### config.mk
export PLATFORM = sky130hd
export DESIGN_NAME = bcb_bridge_control
export DESIGN_NICKNAME = d
export VERILOG_FILES = /design/src/rtl/bcb_pkg.sv /design/src/rtl/bcb_bridge_control.sv
export SDC_FILE = /design/constraint.sdc
export NUM_CORES = 1
export LEC_CHECK = 0
export ABC_AREA = 0
export BUFFER_PORTS_ARGS = -buffer_cell sky130_fd_sc_hd__buf_4
export CAP_MARGIN = 20
export CORE_UTILIZATION = 25
export CTS_CLUSTER_DIAMETER = 100
export DETAILED_ROUTE_END_ITERATION = 12
export PLACE_DENSITY = 0.61
export SYNTH_ARGS = -nofsm -noshare
export SYNTH_HDL_FRONTEND = slang
export SYNTH_SLANG_ARGS = --single-unit
### constraint.sdc
create_clock -name clk_sys -period 2.17 [get_ports clk_sys]
set_clock_uncertainty 0.2 [all_clocks]
set_input_delay 0 -clock clk_sys [delete_from_list [all_inputs] [get_ports clk_sys]]
set_output_delay 0 -clock clk_sys [all_outputs]
set_load 0.02 [all_outputs]
### src/rtl/bcb_pkg.sv
// package of constants for the bridge control bits block
package bcb_pkg;
  // register byte offsets on apb
  localparam logic [11:0] BRIDGE_CONTROL_OFF = 12'h03c;
  localparam logic [11:0] IRQ_STATUS_OFF     = 12'h040;
  localparam logic [11:0] IRQ_MASK_OFF       = 12'h044;
  localparam logic [11:0] DISPLAY_CTL_OFF    = 12'h048;
  // bridge control field positions
  localparam int FBB_BIT    = 7;
  localparam int SECONDARY_BUS_RESET_CTL_BIT   = 6;
  localparam int MAM_BIT    = 5;
  localparam int LEGACY_DISPLAY_FULL_DECODE_BIT  = 4;
  localparam int VGAEN_BIT  = 3;
  localparam logic [15:0] CTL_WMASK = 16'h00f8;
  localparam logic [15:0] CTL_RESET = 16'h0000;
  // status bit positions
  localparam int ST_UR_SENT   = 0;
  localparam int ST_TA_SENT   = 1;
  localparam int ST_PW_ERR    = 2;
  localparam int ST_DROPPED   = 3;
  localparam int ST_WIDTH     = 4;
  // answer values and legacy display ranges
  localparam logic [31:0] ALL_ONES    = 32'hffffffff;
  localparam logic [9:0]  MONO_LO     = 10'h3b0;
  localparam logic [9:0]  MONO_HI     = 10'h3bb;
  localparam logic [9:0]  COLOR_LO    = 10'h3c0;
  localparam logic [9:0]  COLOR_HI    = 10'h3df;
  localparam logic [5:0]  ALIAS_BASE  = 6'h00;
  // completion status codes toward the upstream link
  localparam logic [2:0]  CPL_SC      = 3'h0;
  localparam logic [2:0]  CPL_UR      = 3'h1;
endpackage

### src/rtl/bcb_bridge_control.sv
// bridge control bits 7..3 with master abort translation and display decode
`timescale 1ns/1ps
module bcb_bridge_control (
  // clock and reset
  input  wire logic        clk_sys,
  input  wire logic        resetn,
  // apb slave
  input  wire logic        psel,
  input  wire logic        penable,
  input  wire logic        pwrite,
  input  wire logic [11:0] paddr,
  input  wire logic [31:0] pwdata,
  output logic [31:0]      prdata,
  output logic             pready,
  output logic             pslverr,
  // secondary bus side
  output logic             fastBackToBackEnable,
  output logic             downstreamResetOut,
  output logic             secIfInReset,
  // master abort seen on secondary bus
  input  wire logic        secMasterAbort,
  input  wire logic        secAbortIsRead,
  input  wire logic        secAbortIsPosted,
  output logic             upCplValid,
  output logic [2:0]       upCplStatus,
  output logic [31:0]      upCplData,
  output logic             postedWriteError,
  // unsupported request completion from upstream
  input  wire logic        upUrCompletion,
  output logic             secTargetAbort,
  // legacy display decode
  input  wire logic        ioEnable,
  input  wire logic [31:0] ioAddr,
  input  wire logic        ioAddrValid,
  output logic             displayForward,
  // interrupt
  output logic             irq
);

  // all module state in one record
  typedef struct packed {
    logic [15:0]                      ctl;
    logic                             vgaEn;
    logic [bcb_pkg::ST_WIDTH-1:0]     status;
    logic [bcb_pkg::ST_WIDTH-1:0]     mask;
    logic [31:0]                      rdata;
    logic                             ready;
    logic                             slverr;
    logic                             rstOut;
    logic                             cplValid;
    logic [2:0]                       cplStatus;
    logic [31:0]                      cplData;
    logic                             pwErr;
    logic                             targetAbort;
    logic                             fwd;
    logic                             irq;
  } bcb_state_t;

  bcb_state_t stateQ;
  bcb_state_t stateD;

  logic       accessPh;
  logic       wrAcc;
  logic       rdAcc;
  logic [9:0] lowBits;
  logic       lowMatch;
  logic       aliasOk;
  logic       ctlWr;
  logic       abort_report_mode;
  logic [bcb_pkg::ST_WIDTH-1:0] events;

  // apb access and decode helpers
  assign accessPh = psel && penable && !stateQ.ready;
  assign wrAcc    = accessPh && pwrite;
  assign rdAcc    = accessPh && !pwrite;
  assign ctlWr    = wrAcc && (paddr == bcb_pkg::BRIDGE_CONTROL_OFF);
  assign abort_report_mode      = stateQ.ctl[bcb_pkg::MAM_BIT];
  assign lowBits  = ioAddr[9:0];
  assign lowMatch = (lowBits >= bcb_pkg::MONO_LO && lowBits <= bcb_pkg::MONO_HI) ||
                    (lowBits >= bcb_pkg::COLOR_LO && lowBits <= bcb_pkg::COLOR_HI);
  // full decode demands zero alias bits, otherwise any alias matches
  assign aliasOk  = !stateQ.ctl[bcb_pkg::LEGACY_DISPLAY_FULL_DECODE_BIT] || (ioAddr[15:10] == bcb_pkg::ALIAS_BASE);

  // event vector for sticky status
  always_comb
  begin
    events = '0;
    events[bcb_pkg::ST_UR_SENT] = secMasterAbort && secAbortIsRead && !secAbortIsPosted && abort_report_mode;
    events[bcb_pkg::ST_TA_SENT] = upUrCompletion && abort_report_mode;
    events[bcb_pkg::ST_PW_ERR]  = secMasterAbort && secAbortIsPosted && abort_report_mode;
    events[bcb_pkg::ST_DROPPED] = secMasterAbort && !abort_report_mode;
  end

  // next state
  always_comb
  begin
    stateD = stateQ;
    stateD.ready  = accessPh;
    stateD.slverr = 1'b0;
    stateD.rdata  = '0;
    // register writes
    if (wrAcc)
    begin
      unique case (paddr)
        bcb_pkg::BRIDGE_CONTROL_OFF:
          stateD.ctl = (stateQ.ctl & ~bcb_pkg::CTL_WMASK) | (pwdata[15:0] & bcb_pkg::CTL_WMASK);
        bcb_pkg::IRQ_MASK_OFF:
          stateD.mask = pwdata[bcb_pkg::ST_WIDTH-1:0];
        bcb_pkg::DISPLAY_CTL_OFF:
          stateD.vgaEn = pwdata[0];
        bcb_pkg::IRQ_STATUS_OFF:
          stateD.slverr = 1'b0;
        default:
          stateD.slverr = 1'b1;
      endcase
    end
    // register reads, status clears on read
    if (rdAcc)
    begin
      unique case (paddr)
        bcb_pkg::BRIDGE_CONTROL_OFF:
          stateD.rdata = {16'h0000, stateQ.ctl[15:4], stateQ.vgaEn, stateQ.ctl[2:0]};
        bcb_pkg::IRQ_STATUS_OFF:
        begin
          stateD.rdata  = {28'h0000000, stateQ.status};
          stateD.status = '0;
        end
        bcb_pkg::IRQ_MASK_OFF:
          stateD.rdata = {28'h0000000, stateQ.mask};
        bcb_pkg::DISPLAY_CTL_OFF:
          stateD.rdata = {31'h00000000, stateQ.vgaEn};
        default:
          stateD.slverr = 1'b1;
      endcase
    end
    // set wins over clear
    stateD.status = stateD.status | events;
    // reset out follows the control bit
    stateD.rstOut = stateQ.ctl[bcb_pkg::SECONDARY_BUS_RESET_CTL_BIT];
    // master abort translation toward upstream, upstream ur to target abort
    stateD.cplValid  = secMasterAbort && secAbortIsRead && !secAbortIsPosted;
    stateD.cplStatus = abort_report_mode ? bcb_pkg::CPL_UR : bcb_pkg::CPL_SC;
    stateD.cplData   = abort_report_mode ? 32'h00000000 : bcb_pkg::ALL_ONES;
    stateD.pwErr     = secMasterAbort && secAbortIsPosted && abort_report_mode;
    stateD.targetAbort = upUrCompletion && abort_report_mode;
    // legacy display forwarding, qualified by io enable
    stateD.fwd = ioAddrValid && ioEnable && stateQ.vgaEn && (ioAddr[31:16] == 16'h0000) &&
                 lowMatch && aliasOk;
    stateD.irq = |(stateD.status & stateQ.mask);
  end

  // state register
  always_ff @(posedge clk_sys or negedge resetn)
  begin
    if (!resetn)
    begin
      stateQ     <= '0;
      stateQ.ctl <= bcb_pkg::CTL_RESET;
    end
    else
    begin
      stateQ <= stateD;
    end
  end

  // outputs straight from flops
  assign prdata               = stateQ.rdata;
  assign pready               = stateQ.ready;
  assign pslverr              = stateQ.slverr;
  assign fastBackToBackEnable = stateQ.ctl[bcb_pkg::FBB_BIT];
  assign downstreamResetOut   = stateQ.rstOut;
  assign secIfInReset         = stateQ.rstOut;
  assign upCplValid           = stateQ.cplValid;
  assign upCplStatus          = stateQ.cplStatus;
  assign upCplData            = stateQ.cplData;
  assign postedWriteError     = stateQ.pwErr;
  assign secTargetAbort       = stateQ.targetAbort;
  assign displayForward       = stateQ.fwd;
  assign irq                  = stateQ.irq;

  // fast back-to-back bit takes the written value at the accepting edge
  chk_fbb_write: assert property (@(posedge clk_sys) disable iff (!resetn)
    ctlWr |=>
    fastBackToBackEnable == $past(pwdata[bcb_pkg::FBB_BIT]))
    else $error("fast back-to-back bit not written");

  // without a control write the bit keeps its value
  chk_fbb_hold: assert property (@(posedge clk_sys) disable iff (!resetn)
    !ctlWr |=>
    $stable(fastBackToBackEnable))
    else $error("fast back-to-back bit changed alone");

  // secondary reset bit takes the written value
  chk_secondary_bus_reset_ctl_write: assert property (@(posedge clk_sys) disable iff (!resetn)
    ctlWr |=>
    stateQ.ctl[bcb_pkg::SECONDARY_BUS_RESET_CTL_BIT] == $past(pwdata[bcb_pkg::SECONDARY_BUS_RESET_CTL_BIT]))
    else $error("secondary reset bit not written");

  // reset out one cycle after the bit rises
  chk_rst_out: assert property (@(posedge clk_sys) disable iff (!resetn)
    $rose(stateQ.ctl[bcb_pkg::SECONDARY_BUS_RESET_CTL_BIT]) |=>
    downstreamResetOut)
    else $error("reset out late");

  // reset out is the bit delayed by one register
  chk_rst_follow: assert property (@(posedge clk_sys) disable iff (!resetn)
    downstreamResetOut ==
    $past(stateQ.ctl[bcb_pkg::SECONDARY_BUS_RESET_CTL_BIT]))
    else $error("reset out does not follow bit");

  // interface stays in reset while the bit stands
  chk_rst_hold: assert property (@(posedge clk_sys) disable iff (!resetn)
    stateQ.ctl[bcb_pkg::SECONDARY_BUS_RESET_CTL_BIT] [*2] |->
    secIfInReset)
    else $error("reset not held");

  // interface leaves reset once the bit clears
  chk_rst_fall: assert property (@(posedge clk_sys) disable iff (!resetn)
    $fell(stateQ.ctl[bcb_pkg::SECONDARY_BUS_RESET_CTL_BIT]) |=>
    !secIfInReset)
    else $error("reset not released");

  // unreported read abort completes with all ones
  chk_read_ones: assert property (@(posedge clk_sys) disable iff (!resetn)
    (secMasterAbort && secAbortIsRead && !secAbortIsPosted && !abort_report_mode) |=>
    (upCplValid && upCplData == bcb_pkg::ALL_ONES && upCplStatus == bcb_pkg::CPL_SC))
    else $error("no all ones");

  // unreported posted abort is dropped without completion or posted error
  chk_write_drop: assert property (@(posedge clk_sys) disable iff (!resetn)
    (secMasterAbort && secAbortIsPosted && !abort_report_mode) |=>
    (!upCplValid && !postedWriteError))
    else $error("dropped write reported");

  // unreported abort leaves a dropped mark
  chk_drop_status: assert property (@(posedge clk_sys) disable iff (!resetn)
    (secMasterAbort && !abort_report_mode) |=>
    stateQ.status[bcb_pkg::ST_DROPPED])
    else $error("drop not recorded");

  // abort mode bit takes the written value
  chk_mam_write: assert property (@(posedge clk_sys) disable iff (!resetn)
    ctlWr |=>
    abort_report_mode == $past(pwdata[bcb_pkg::MAM_BIT]))
    else $error("abort mode bit not written");

  // reported read abort completes with unsupported request
  chk_ur_sent: assert property (@(posedge clk_sys) disable iff (!resetn)
    (secMasterAbort && secAbortIsRead && !secAbortIsPosted && abort_report_mode) |=>
    (upCplValid && upCplStatus == bcb_pkg::CPL_UR))
    else $error("no ur status");

  // unsupported request completion is recorded
  chk_ur_status: assert property (@(posedge clk_sys) disable iff (!resetn)
    (secMasterAbort && secAbortIsRead && !secAbortIsPosted && abort_report_mode) |=>
    stateQ.status[bcb_pkg::ST_UR_SENT])
    else $error("ur not recorded");

  // completions only answer non-posted read aborts
  chk_cpl_source: assert property (@(posedge clk_sys) disable iff (!resetn)
    upCplValid |->
    ($past(secMasterAbort) && $past(secAbortIsRead) && !$past(secAbortIsPosted)))
    else $error("completion without abort");

  // reported upstream ur becomes a target abort
  chk_ta_sent: assert property (@(posedge clk_sys) disable iff (!resetn)
    (upUrCompletion && abort_report_mode) |=>
    secTargetAbort)
    else $error("no target abort");

  // target abort only for a reported upstream ur
  chk_ta_source: assert property (@(posedge clk_sys) disable iff (!resetn)
    secTargetAbort |->
    ($past(upUrCompletion) && $past(abort_report_mode)))
    else $error("target abort without cause");

  // target abort is recorded
  chk_ta_status: assert property (@(posedge clk_sys) disable iff (!resetn)
    (upUrCompletion && abort_report_mode) |=>
    stateQ.status[bcb_pkg::ST_TA_SENT])
    else $error("target abort not recorded");

  // posted error only for a reported posted abort
  chk_pw_error: assert property (@(posedge clk_sys) disable iff (!resetn)
    postedWriteError |->
    ($past(abort_report_mode) && $past(secMasterAbort) && $past(secAbortIsPosted)))
    else $error("bad posted error");

  // reported posted abort raises the error and its mark
  chk_pw_raise: assert property (@(posedge clk_sys) disable iff (!resetn)
    (secMasterAbort && secAbortIsPosted && abort_report_mode) |=>
    (postedWriteError && stateQ.status[bcb_pkg::ST_PW_ERR]))
    else $error("posted error missing");

  // no posted error while aborts are unreported
  chk_pw_quiet: assert property (@(posedge clk_sys) disable iff (!resetn)
    (secMasterAbort && !abort_report_mode) |=>
    !postedWriteError)
    else $error("posted error in quiet mode");

  // full decode bit takes the written value
  chk_legacy_display_full_decode_write: assert property (@(posedge clk_sys) disable iff (!resetn)
    ctlWr |=>
    stateQ.ctl[bcb_pkg::LEGACY_DISPLAY_FULL_DECODE_BIT] == $past(pwdata[bcb_pkg::LEGACY_DISPLAY_FULL_DECODE_BIT]))
    else $error("full decode bit not written");

  // full decode refuses aliases
  chk_alias_decode: assert property (@(posedge clk_sys) disable iff (!resetn)
    displayForward |->
    ($past(ioAddr[15:10]) == bcb_pkg::ALIAS_BASE || !$past(stateQ.ctl[bcb_pkg::LEGACY_DISPLAY_FULL_DECODE_BIT])))
    else $error("alias forwarded");

  // partial decode forwards an alias
  chk_alias_pass: assert property (@(posedge clk_sys) disable iff (!resetn)
    (ioAddrValid && ioEnable && stateQ.vgaEn && !stateQ.ctl[bcb_pkg::LEGACY_DISPLAY_FULL_DECODE_BIT] &&
     ioAddr[31:16] == 16'h0000 && ioAddr[9:0] == bcb_pkg::COLOR_LO) |=>
    displayForward)
    else $error("alias not forwarded");

  // forwarding needs display and io enable
  chk_vga_gate: assert property (@(posedge clk_sys) disable iff (!resetn)
    displayForward |->
    ($past(stateQ.vgaEn) && $past(ioEnable)))
    else $error("forward without enable");

  // full decode bit alone never forwards
  chk_full_inert: assert property (@(posedge clk_sys) disable iff (!resetn)
    !stateQ.vgaEn |=>
    !displayForward)
    else $error("forward with display off");

  // forwarded addresses lie in the legacy ranges
  chk_fwd_range: assert property (@(posedge clk_sys) disable iff (!resetn)
    displayForward |->
    ($past(ioAddrValid) && $past(ioAddr[31:16]) == 16'h0000 &&
     (($past(ioAddr[9:0]) >= bcb_pkg::MONO_LO && $past(ioAddr[9:0]) <= bcb_pkg::MONO_HI) ||
      ($past(ioAddr[9:0]) >= bcb_pkg::COLOR_LO && $past(ioAddr[9:0]) <= bcb_pkg::COLOR_HI))))
    else $error("forward outside ranges");

  // a plain legacy address is forwarded
  chk_fwd_base: assert property (@(posedge clk_sys) disable iff (!resetn)
    (ioAddrValid && ioEnable && stateQ.vgaEn && ioAddr[31:10] == 22'h000000 &&
     ioAddr[9:0] == bcb_pkg::MONO_LO) |=>
    displayForward)
    else $error("legacy address not forwarded");

endmodule

* Word level (Yosys, flattened, before mapping)
Cells that the tools add are included.
** Word-level totals
- Register bits :: 98
- Bits of input ports :: 87
- Output and inout bits :: 77
- Logic and storage cells :: 68
** Cells by class
- Magnitude comparators :: 4
- Equality and inequality tests :: 4
- Multiplexer cells :: 10
- Bitwise logic cells :: 3
- Reduce and logical (&&, ||, !) cells :: 32
** Operators with widths (number)
- case mux 16 bit (4 select lines) :: 1
- equality test 12 x 7 -> 1 bit, second input constant :: 3
- 2-to-1 mux 32 bit :: 1
- >= comparator 10 bit, second input constant :: 2
- less-or-equal comparator 10 bit, second input constant :: 2
- logical AND 1 bit :: 18
- logical NOT 16 bit :: 1
- 2-to-1 mux 16 bit :: 1
- bitwise OR 16 x 8 -> 16 bit :: 1
- equality test 12 x 6 -> 1 bit, second input constant :: 1
- 2-to-1 mux 4 bit :: 2
- OR reduction 4 bit :: 2
- logical NOT 6 bit :: 1
- AND reduction 2 bit :: 3
- logical NOT 1 bit :: 5
- 2-to-1 mux 1 bit :: 5
- AND 4 bit :: 1
- bitwise OR 4 bit :: 1
- logical OR 1 bit :: 2

* Longest topological paths before layout
Gate-level depths: netlist (run 1).
- Depth in word-level cells :: 7
- Mapped depth :: 5
- Gate-level depth less buffers :: 5

* Least setup slack after synthesis (run 1)
No wires, ideal clock.
- Kind :: register to register
- From :: reg stateQ (netlist bit pready)
- To :: reg stateQ[75] (netlist name)
- Library setup time :: 0.125 ns
- Data arrival time :: 1.456 ns
- Required time :: 1.845 ns
- Slack :: 0.389 ns
- Stages on the path, launching flop included :: 6
- Buffers on the path :: 0
- Period minus slack after synthesis :: 1.781 ns
- Cells stage by stage :: dfrtp_1 > nand3b_1 > inv_1 > nand4_1 > nor3_4 > mux2_2
** On the way
- Longest elaborated chain between the ends :: 4
** RTL lines
- from (decl) :: line bcb_bridge_control.sv:59 : bcb_state_t stateQ;
- from (signal assigned) :: line bcb_bridge_control.sv:162 : stateQ <= stateD;
- logical NOT 1 bit :: line bcb_bridge_control.sv:73 : assign accessPh = psel && penable && !stateQ.ready;
- logical AND 1 bit :: line bcb_bridge_control.sv:73
- via accessPh :: line bcb_bridge_control.sv:62 : logic accessPh;
- logical AND 1 bit :: line bcb_bridge_control.sv:74 : assign wrAcc = accessPh && pwrite;
- AND reduction 2 bit (no source line)
The timed path passes the listed nets, and every way through them passes these cells.
A chain may end at the register's enable or synchronous reset.

* Worst setup path after layout (run 1)
- From :: reg stateQ (netlist bit pready)
- To :: reg stateQ (netlist bit fastBackToBackEnable)
The elaborated chain is that of the path after synthesis.

==> results of run 1 <==
[kinds of logic (layout without fill, tap and decap cells)]
logic type | after synthesis | in the layout | synth area share [%]
buffers and inverters | 73 | 171 | 27.73
and+or+nand+nor | 49 | 49 | 17.00
DFF | 32 | 32 | 41.37
AOI/OAI and AO/OA | 14 | 14 | 5.882
muxes | 14 | 14 | 7.822
other | 1 | 19 | 0.1937
[critical path, cell delays in order, from the launching register on]
cell and delay, ns:
dfrtp_1 0.38, nand3b_1 0.22, inv_2 0.12, nand4_4 0.15, mux2_4 0.33, dlygate4sd3_1 0.55
[worst min-delay path by stage]
stage | startpoint | cells past startpoint | end
final | secAbortIsRead | 4 | stateQ[79]
after global routing | paddr[3] | 4 | stateQ[83]
after CTS | secAbortIsRead | 4 | stateQ[79]
after detailed placement | resetn | 1 | fastBackToBackEnable
after global placement | resetn | 1 | fastBackToBackEnable
after floorplan | resetn | 0 | abort_report_mode
[repair_timing]
item,CTS,global route
endpoints found under the hold margin,56,0
setup buffers,0,4
gates resized for setup,0,8
setup endpoints to repair,0,4
hold buffers,35,0
[per-stage QoR]
step,cell area (um^2),worst slack (ns)
after floorplan,2003,0.3888
after global placement,2506,0.3330
after detailed placement,2506,0.3272
after CTS,2947,0.006882
after global routing,3008,0.01530
final,3008,0.1037
[cell type report]
cell class / instances / share of cell area [%]
Timing Repair Buffer: 159 / 43.01
Sequential cell: 32 / 26.62
Multi-Input combinational cell: 96 / 22.75
Tap cell: 99 / 4.118
Clock buffer: 8 / 2.995
Inverter: 4 / 0.4992
[power groups by stage]
stage / combinational (mW) / sequential, mW / clock [mW]
finish: 0.237 / 0.606 / 0.463
global route: 0.257 / 0.606 / 0.501
CTS: 0.230 / 0.606 / 0.478
detailed placement: 0.190 / 0.617 / 0
global placement: 0.187 / 0.617 / 0
floorplan: 0.102 / 0.620 / 0
[cells in the final DEF (no fill, tap or decap), drive strengths merged, types with 2 or more instances in the layout]
master	instances
a22oi	3
dfrtp	32
dlygate4sd3	33
dlymetal6s4s	2
nand3b	2
buf	124
and2	6
nand3	3
conb	19
nor2	7
a21o	4
mux2i	5
mux2	9
nand2	5
and3	3
clkbuf	8
nand2b	2
nor4	2
or4	3
inv	4
nand4	6
nor3	6
[sequential cells by signal, indices dropped and copies added, names as in the netlist]
register and count:
fastBackToBackEnable 1, upCplData 1, irq 1, displayForward 1
downstreamResetOut 1, secTargetAbort 1, upCplStatus 1, pready 1
stateD 1, pslverr 1, prdata 9, upCplValid 1
postedWriteError 1, stateQ 10, abort_report_mode 1
[routing by layer]
layer,part of all wire [%],track usage [%],up-vias
met5,0,0,-
met4,1.2,4.435,0
met3,8.7,3.130,4
met2,54,21.67,106
li1,-,-,773
met1,36,12.00,737
==> results.sh, run 1 <==
export IMPL_outcome="completed"
export IMPL_io_pins=164
export IMPL_synth_edf_count=0
export IMPL_yosys_warnings=0
export IMPL_num_antenna_cells=0
export IMPL_slew_viol_final=0
export IMPL_die_h_um=89.99
export IMPL_setup_violations_final=0
export IMPL_final_cells=398
export IMPL_grt_overflow_total=0
export IMPL_via_count=1620
export IMPL_rows=31
export IMPL_p_int_mw=0.9918
export IMPL_routabilityCongestion=0.7156
export IMPL_firstDrtPassIters=4
export IMPL_drtAntennaViolNets=0
export IMPL_syn_to_final_growth_pct=55.40
export IMPL_fin_crit_ns=2.066
export IMPL_start_kind="flip-flop"
export IMPL_die_width_um=89.99
export IMPL_grt_max_degree=28
export IMPL_cts_sinks=32
export IMPL_grt_util_all_layers_pct=11.48
export IMPL_wl_mm=4.650
export IMPL_clk_pin_slew_ns=0.07
export IMPL_synth_seq_cells=32
export IMPL_ys_seq_area_share_pct=41.37
export IMPL_yosys_top_cells_area="dfrtp_1 (41%), buf_4 (26%), mux2_2 (5.2%), mux2i_1 (2.6%), a21o_2 (1.8%)"
export IMPL_portBuffers=119
export IMPL_finalHoldViolations=0
export IMPL_hpwl_mm=3.359
export IMPL_synthesis_area_mm2=0.001936
export IMPL_drive_above_1_share_pct=51.17
export IMPL_multi_input_area_um2=684.4
export IMPL_yosys_cell_count_top_type="buf_4"
export IMPL_async_flop_share_pct=100.0
export IMPL_avgSynthCellArea_um2=10.58
export IMPL_rr_worst_depth=5
export IMPL_die_area_mm2=0.008098
export IMPL_whs_ns=0.01159
export IMPL_ir_drop_v=0.0001997
export IMPL_pwr_share_clk_pct=35.4
export IMPL_timing_setup_tns_ns=0
export IMPL_drt_first_iter_violations=54
export IMPL_crit_path_end="fastBackToBackEnable"
export IMPL_max_cap_violations=0
export IMPL_switching_share_pct=24.04
export IMPL_cts_buffers_inserted=5
export IMPL_drc=0
export IMPL_fin_util_pct=40.81
export IMPL_syn_inst=183
export IMPL_seq_power_share_pct=46.4
export IMPL_nets=385
export IMPL_core_area_mm2=0.007370
export IMPL_r2r_start="pready"
export IMPL_viasPerCell=4.070
export IMPL_register_area_um2=800.8
export IMPL_cts_root_buf="clkbuf_8"
export IMPL_min_period_over_period_pct=95.22
export IMPL_power_switching_mw=0.3139
export IMPL_grt_pass1_vias=1582
export IMPL_antenna_found_initial=0
export IMPL_synth_top_cell_area_share_pct=41.37
export IMPL_cts_max_path_buffers=2
export IMPL_detail_route_wl_per_cell_um=11.68
export IMPL_power_leakage_nw=1.564
export IMPL_hold_path_class="primary input to flip-flop"
export IMPL_crit_required_ns=2.14
export IMPL_synth_common_cells="buf_4 (68), dfrtp_1 (32), mux2_2 (9), nor2_1 (7)"
export IMPL_path_class="flip-flop to flip-flop"
export IMPL_dp_cells=351
export IMPL_crit_fanout=4
export IMPL_clock_latency_ns=0.28
export IMPL_synth_top_flop_cell="dfrtp_1"
export IMPL_arrival_ns=2.04
export IMPL_synth_cell_types=37
export IMPL_p_per_area_mw_per_mm2=434.1
export IMPL_start_util_pct=26.26
export IMPL_cts_tree="yes"
export IMPL_grt_setup_unrepaired="false"
export IMPL_clock_fmax_ghz=0.4840
export IMPL_fillers=723
export IMPL_startpoint="pready"
export IMPL_reg2reg_to="fastBackToBackEnable"
export IMPL_p_total_mw=1.306
export IMPL_cp_end_kind="flip-flop"
export IMPL_ff2ff_setup_slack_ns=0.10
export IMPL_p_comb_share_pct=18.2
export IMPL_yosysTopAreaCell="dfrtp_1"
export IMPL_grt_pass1_wl_mm=7.286
export IMPL_h_tree_depth=2
No activity file was read; power rests on OpenSTA's default activity.
==> inputs of run 2 (changes only) <==
clock period = 2 ns   (was 2.17 ns; I/O delays follow)
==> run 2 against run 1 <==
Net effect: non-clock buffer count rose by 2; cell count rose by 0.25%; sequential share of layout area rose by 0.14 points; register-to-register slack improved by 0.03 ns; clock power fell by 2%.
==> results.sh, run 2 (synthesized netlist as in run 1, its figures left out) <==
export IMPL_largest_register="stateQ"
export IMPL_cts_tree="yes"
export IMPL_wl_mm=4.652
export IMPL_grt_pass1_vias=1619
export IMPL_setup_violations_final=0
export IMPL_place_ws_ns=0.1506
export IMPL_setup_slack_ns=0.1046
export IMPL_finalHoldViolations=0
export IMPL_portBuffers=119
export IMPL_clk_pin_slew_ns=0.06
export IMPL_arrival_ns=1.86
export IMPL_power_leakage_nw=1.525
export IMPL_antenna_found_initial=0
export IMPL_rows=31
export IMPL_drc=0
export IMPL_start_util_pct=26.26
export IMPL_die_width_um=89.99
export IMPL_dp_cells=351
export IMPL_hpwl_mm=3.387
export IMPL_ff2ff_setup_slack_ns=0.13
export IMPL_cts_buffers_inserted=5
export IMPL_hold_path_class="primary input to flip-flop"
export IMPL_final_cell_mix="buf_4 (121), dlygate4sd3_1 (40), dfrtp_1 (32)"
export IMPL_cpPeakStageDelay_ns=0.55
export IMPL_outcome="completed"
export IMPL_drt_first_iter_violations=21
export IMPL_num_antenna_cells=0
export IMPL_routabilityCongestion=0.7152
export IMPL_cp_num_cells=6
export IMPL_fin_crit_ns=1.895
export IMPL_final_cells=399
export IMPL_max_cap_violations=0
export IMPL_ir_drop_v=0.0002112
export IMPL_final_common_cell="buf_4"
export IMPL_startpoint="paddr[3]"
export IMPL_clock_latency_ns=0.28
export IMPL_min_period_over_period_pct=94.77
export IMPL_grt_setup_unrepaired="true"
export IMPL_syn_to_final_growth_pct=54.56
export IMPL_firstDrtPassIters=4
export IMPL_rr_worst_depth=5
export IMPL_cts_root_buf="clkbuf_8"
export IMPL_start_kind="primary input"
export IMPL_timing_setup_tns_ns=0
export IMPL_grt_pass1_wl_mm=7.417
export IMPL_path_class="primary input to flip-flop"
export IMPL_drive_above_1_share_pct=50.00
export IMPL_clock_fmax_ghz=0.5276
export IMPL_cp_common_cell="dlygate4sd3_1"
export IMPL_reg2reg_to="stateQ[75]"
export IMPL_grt_util_all_layers_pct=11.68
export IMPL_r2r_start="pready"
export IMPL_core_area_mm2=0.007370
export IMPL_detail_route_wl_per_cell_um=11.66
export IMPL_cts_max_path_buffers=2
export IMPL_p_per_area_mw_per_mm2=458.8
export IMPL_cp_end_kind="flip-flop"
export IMPL_io_pins=164
export IMPL_nets=387
export IMPL_crit_required_ns=1.96
export IMPL_h_tree_depth=2
export IMPL_drtAntennaViolNets=0
export IMPL_crit_path_end="pslverr"
export IMPL_cts_sinks=32
export IMPL_die_h_um=89.99
export IMPL_crit_buf_inv=3
export IMPL_slowest_stage="dlygate4sd3_1"
export IMPL_slew_viol_final=0
export IMPL_fin_util_pct=40.59
export IMPL_via_count=1625
export IMPL_path_cells="dlygate4sd3_1 -> buf_4 -> a211o_2 -> mux2i_1 -> a31oi_1 -> dlygate4sd3_1"
export IMPL_largest_reg_flops=10
export IMPL_viasPerCell=4.073
export IMPL_crit_fanout=7
export IMPL_grt_max_degree=33
export IMPL_grt_overflow_total=0
export IMPL_die_area_mm2=0.008098
export IMPL_crit_family="buffers and inverters"
-- run 2: cell count changes in the layout (fill, tap and decap cells not counted), sizes merged --
cell | previous run | this run
dlygate4sd3 | 33 | 40
buf | 124 | 121
clkbuf | 8 | 6
dlymetal6s4s | 2 | 0
clkinv | 0 | 1
-- run 2: final cells by class --
| class | instances | area (um^2) |
|---|---|---|
| Fill cell | 715 | 4378 |
| Timing Repair Buffer | 161 | 1309 |
| Sequential cell | 32 | 800.8 |
| Multi-Input combinational cell | 96 | 665.6 |
| Tap cell | 99 | 123.9 |
| Clock buffer | 6 | 72.57 |
| Inverter | 4 | 15.01 |
| Clock inverter | 1 | 5.005 |
-- run 2: report_power, final --
group	leakage, nW	internal [mW]	switching (mW)
combinational	1.05	0.149	0.114
clock	0.0410	0.236	0.216
sequential	0.432	0.653	0.00434
total	1.53	1.04	0.335
-- run 2: per-stage QoR --
step / power [mW] / area [um^2] / hold slack [ns]
finish: 1.372 / 2992 / 0.004571
global placement: 0.8723 / 2506 / -0.2409
detailed placement: 0.8748 / 2506 / -0.2352
floorplan: 0.7827 / 2003 / -0.4956
global route: 1.437 / 2992 / 0.04475
CTS: 1.388 / 2984 / 0.0007678
-- run 2: worst register-to-register path, stage by stage (launching register included) --
cell	delay [ns]
dfrtp_1	0.37
nand3b_1	0.23
inv_2	0.11
nand4_1	0.17
nor3_4	0.31
mux2_2	0.37
-- run 2: how the worst min path moves through the flow --
stage | cells after the start | endpoint | from
2_1_floorplan | 0 | abort_report_mode | resetn
3_3_place_gp | 1 | fastBackToBackEnable | resetn
3_5_place_dp | 1 | fastBackToBackEnable | resetn
4_1_cts | 4 | stateQ[79] | secAbortIsRead
5_1_grt | 4 | stateQ[79] | secAbortIsRead
6_report | 5 | displayForward | ioAddr[3]
-- run 2: what timing repair did --
item / in CTS / in global routing
hold buffers: 40 / 0
gates resized for setup: 0 / 1
hold endpoints to repair: 56 / 0
endpoints found under the setup margin: 0 / 4
buffers inserted: 0 / 1
-- run 2: metal layers --
metal	track usage, %	up-vias	part of all wire [%]
met5	0	-	0
met4	4.704	0	2.1
met3	2.961	10	7.9
met2	21.99	110	53
met1	12.35	731	37
li1	-	774	-
==> inputs of run 3 (changes only) <==
CORE_UTILIZATION = 39   (was 25)
PLACE_DENSITY = 0.87   (was 0.61)
==> run 3 against run 2 <==
Net effect: combinational power grew 7%; worst hold slack improved by 0.0025 ns; critical endpoint is now prdata[1]; largest power group unchanged; first-iteration DRC count increased by 19%.
==> results.sh, run 3 (synthesized netlist as in run 1, its figures left out) <==
export IMPL_grt_overflow_total=0
export IMPL_core_area_mm2=0.004755
export IMPL_power_switching_mw=0.3522
export IMPL_routabilityCongestion=0.8289
export IMPL_min_period_over_period_pct=98.73
export IMPL_viasPerCell=4.501
export IMPL_worstHoldStart="ioAddr[2]"
export IMPL_num_antenna_cells=0
export IMPL_cts_sinks=32
export IMPL_setup_slack_ns=0.02545
export IMPL_grt_util_all_layers_pct=19.45
export IMPL_antenna_found_initial=0
export IMPL_crit_fanout=4
export IMPL_hpwl_mm=3.228
export IMPL_register_area_um2=800.8
export IMPL_fin_crit_ns=1.975
export IMPL_largest_reg_flops=10
export IMPL_fillers=378
export IMPL_portBuffers=119
export IMPL_p_per_area_mw_per_mm2=482.7
export IMPL_rr_worst_depth=5
export IMPL_drtAntennaViolNets=0
export IMPL_start_kind="primary input"
export IMPL_clock_fmax_ghz=0.5064
export IMPL_slew_viol_final=0
export IMPL_grt_pass1_vias=1606
export IMPL_drive_above_1_share_pct=50.32
export IMPL_syn_to_final_growth_pct=57.34
export IMPL_power_leakage_nw=1.566
export IMPL_multi_input_area_um2=668.1
export IMPL_final_common_cell="buf_4"
export IMPL_hold_depth=5
export IMPL_via_count=1688
export IMPL_nets=395
export IMPL_wl_mm=5.117
export IMPL_die_area_mm2=0.005249
export IMPL_p_comb_share_pct=19.2
export IMPL_grt_max_degree=33
export IMPL_hold_path_class="primary input to flip-flop"
export IMPL_outcome="completed"
export IMPL_path_class="primary input to flip-flop"
export IMPL_clock_latency_ns=0.29
export IMPL_die_h_um=72.45
export IMPL_cts_tree="yes"
export IMPL_whs_ns=0.007090
export IMPL_final_cell_area_mm2=0.003045
export IMPL_seq_power_share_pct=44.7
export IMPL_drc=0
export IMPL_final_cell_mix="buf_4 (124), dlygate4sd3_1 (45), dfrtp_1 (32)"
export IMPL_finalHoldViolations=0
export IMPL_detail_route_wl_per_cell_um=13.65
export IMPL_io_pins=164
export IMPL_setup_violations_final=0
export IMPL_rows=25
export IMPL_pwr_share_clk_pct=36.1
export IMPL_place_area_mm2=0.002466
export IMPL_ff2ff_setup_slack_ns=0.09
export IMPL_start_util_pct=40.71
export IMPL_drt_first_iter_violations=25
export IMPL_clk_pin_slew_ns=0.06
export IMPL_h_tree_depth=2
export IMPL_reg2reg_to="stateQ[75]"
export IMPL_cts_max_path_buffers=2
export IMPL_switching_share_pct=23.96
export IMPL_r2r_start="pready"
export IMPL_crit_required_ns=2.00
export IMPL_startpoint="paddr[7]"
export IMPL_max_cap_violations=0
export IMPL_die_width_um=72.45
export IMPL_cts_buffers_inserted=5
export IMPL_p_int_mw=1.118
export IMPL_arrival_ns=1.97
export IMPL_firstDrtPassIters=4
export IMPL_grt_pass1_wl_mm=7.603
export IMPL_cts_root_buf="clkbuf_8"
export IMPL_ir_drop_v=0.0003595
export IMPL_largest_register="stateQ"
export IMPL_cp_end_kind="flip-flop"
export IMPL_worstHoldEndpoint="displayForward"
export IMPL_place_ws_ns=0.1380
==> run 3: cell count changes in the layout (fill, tap and decap cells not counted) <==
cell	delta
nor2_1	-1
clkbuf_8	+2
nor2_2	+1
clkinv_2	-1
dlygate4sd3_1	+5
buf_4	+3
clkbuf_1	-1
==> run 3: through the flow <==
step | instances | utilization (%) | total power [mW] | setup TNS (ns)
floorplan | 201 | - | 0.7827 | 0
global placement | 319 | 51.87 | 0.8704 | 0
detailed placement | 319 | 51.87 | 0.8749 | 0
CTS | 371 | 63.37 | 1.465 | 0
global route | 375 | 64.05 | 1.523 | -0.06043
finish | 375 | 64.05 | 1.470 | 0
==> run 3: worst max path at each step <==
stage	to	slack, ns	cells past startpoint
finish	prdata[1]	0.03	6
global route	prdata[1]	-0.02	6
CTS	prdata[1]	0.04	6
detailed placement	stateQ[75]	0.14	5
global placement	stateQ[75]	0.16	5
floorplan	stateQ[75]	0.22	5
==> run 3: area by class of cell <==
type                    instances  share of cell area (%)
well taps                      67                   2.753
repair buffers                169                   45.36
flip-flops and latches         32                   26.29
clock buffers                   7                   3.164
inverters                       4                  0.4930
multi-input cells              96                   21.94
==> run 3: routing by layer <==
layer	global-route usage, %	wire length, um
met1	19.45	1810
met2	37.59	2811
met3	5.000	412
met4	8.279	83
met5	0	0
==> run 3: power by group through the flow <==
stage / registers (mW) / clock network (mW) / logic (mW)
after global placement: 0.669 / 0 / 0.202
after floorplan: 0.673 / 0 / 0.110
after CTS: 0.657 / 0.539 / 0.269
after detailed placement: 0.669 / 0 / 0.206
after global routing: 0.657 / 0.565 / 0.300
final: 0.657 / 0.531 / 0.282
==> run 3: worst max-delay path, stage by stage <==
cell           delay, ns
dlygate4sd3_1       0.54
buf_4               0.16
nor4b_4             0.34
nand2b_2            0.16
dlygate4sd3_1       0.59
nor3_1              0.19
==> run 3: what timing repair did <==
| action | 4_1_cts | 5_1_grt |
|---|---|---|
| hold endpoints to repair | 56 | 0 |
| hold buffers | 45 | 0 |
| resized for setup | 0 | 2 |
| setup endpoints to repair | 0 | 5 |
| setup buffers | 0 | 4 |
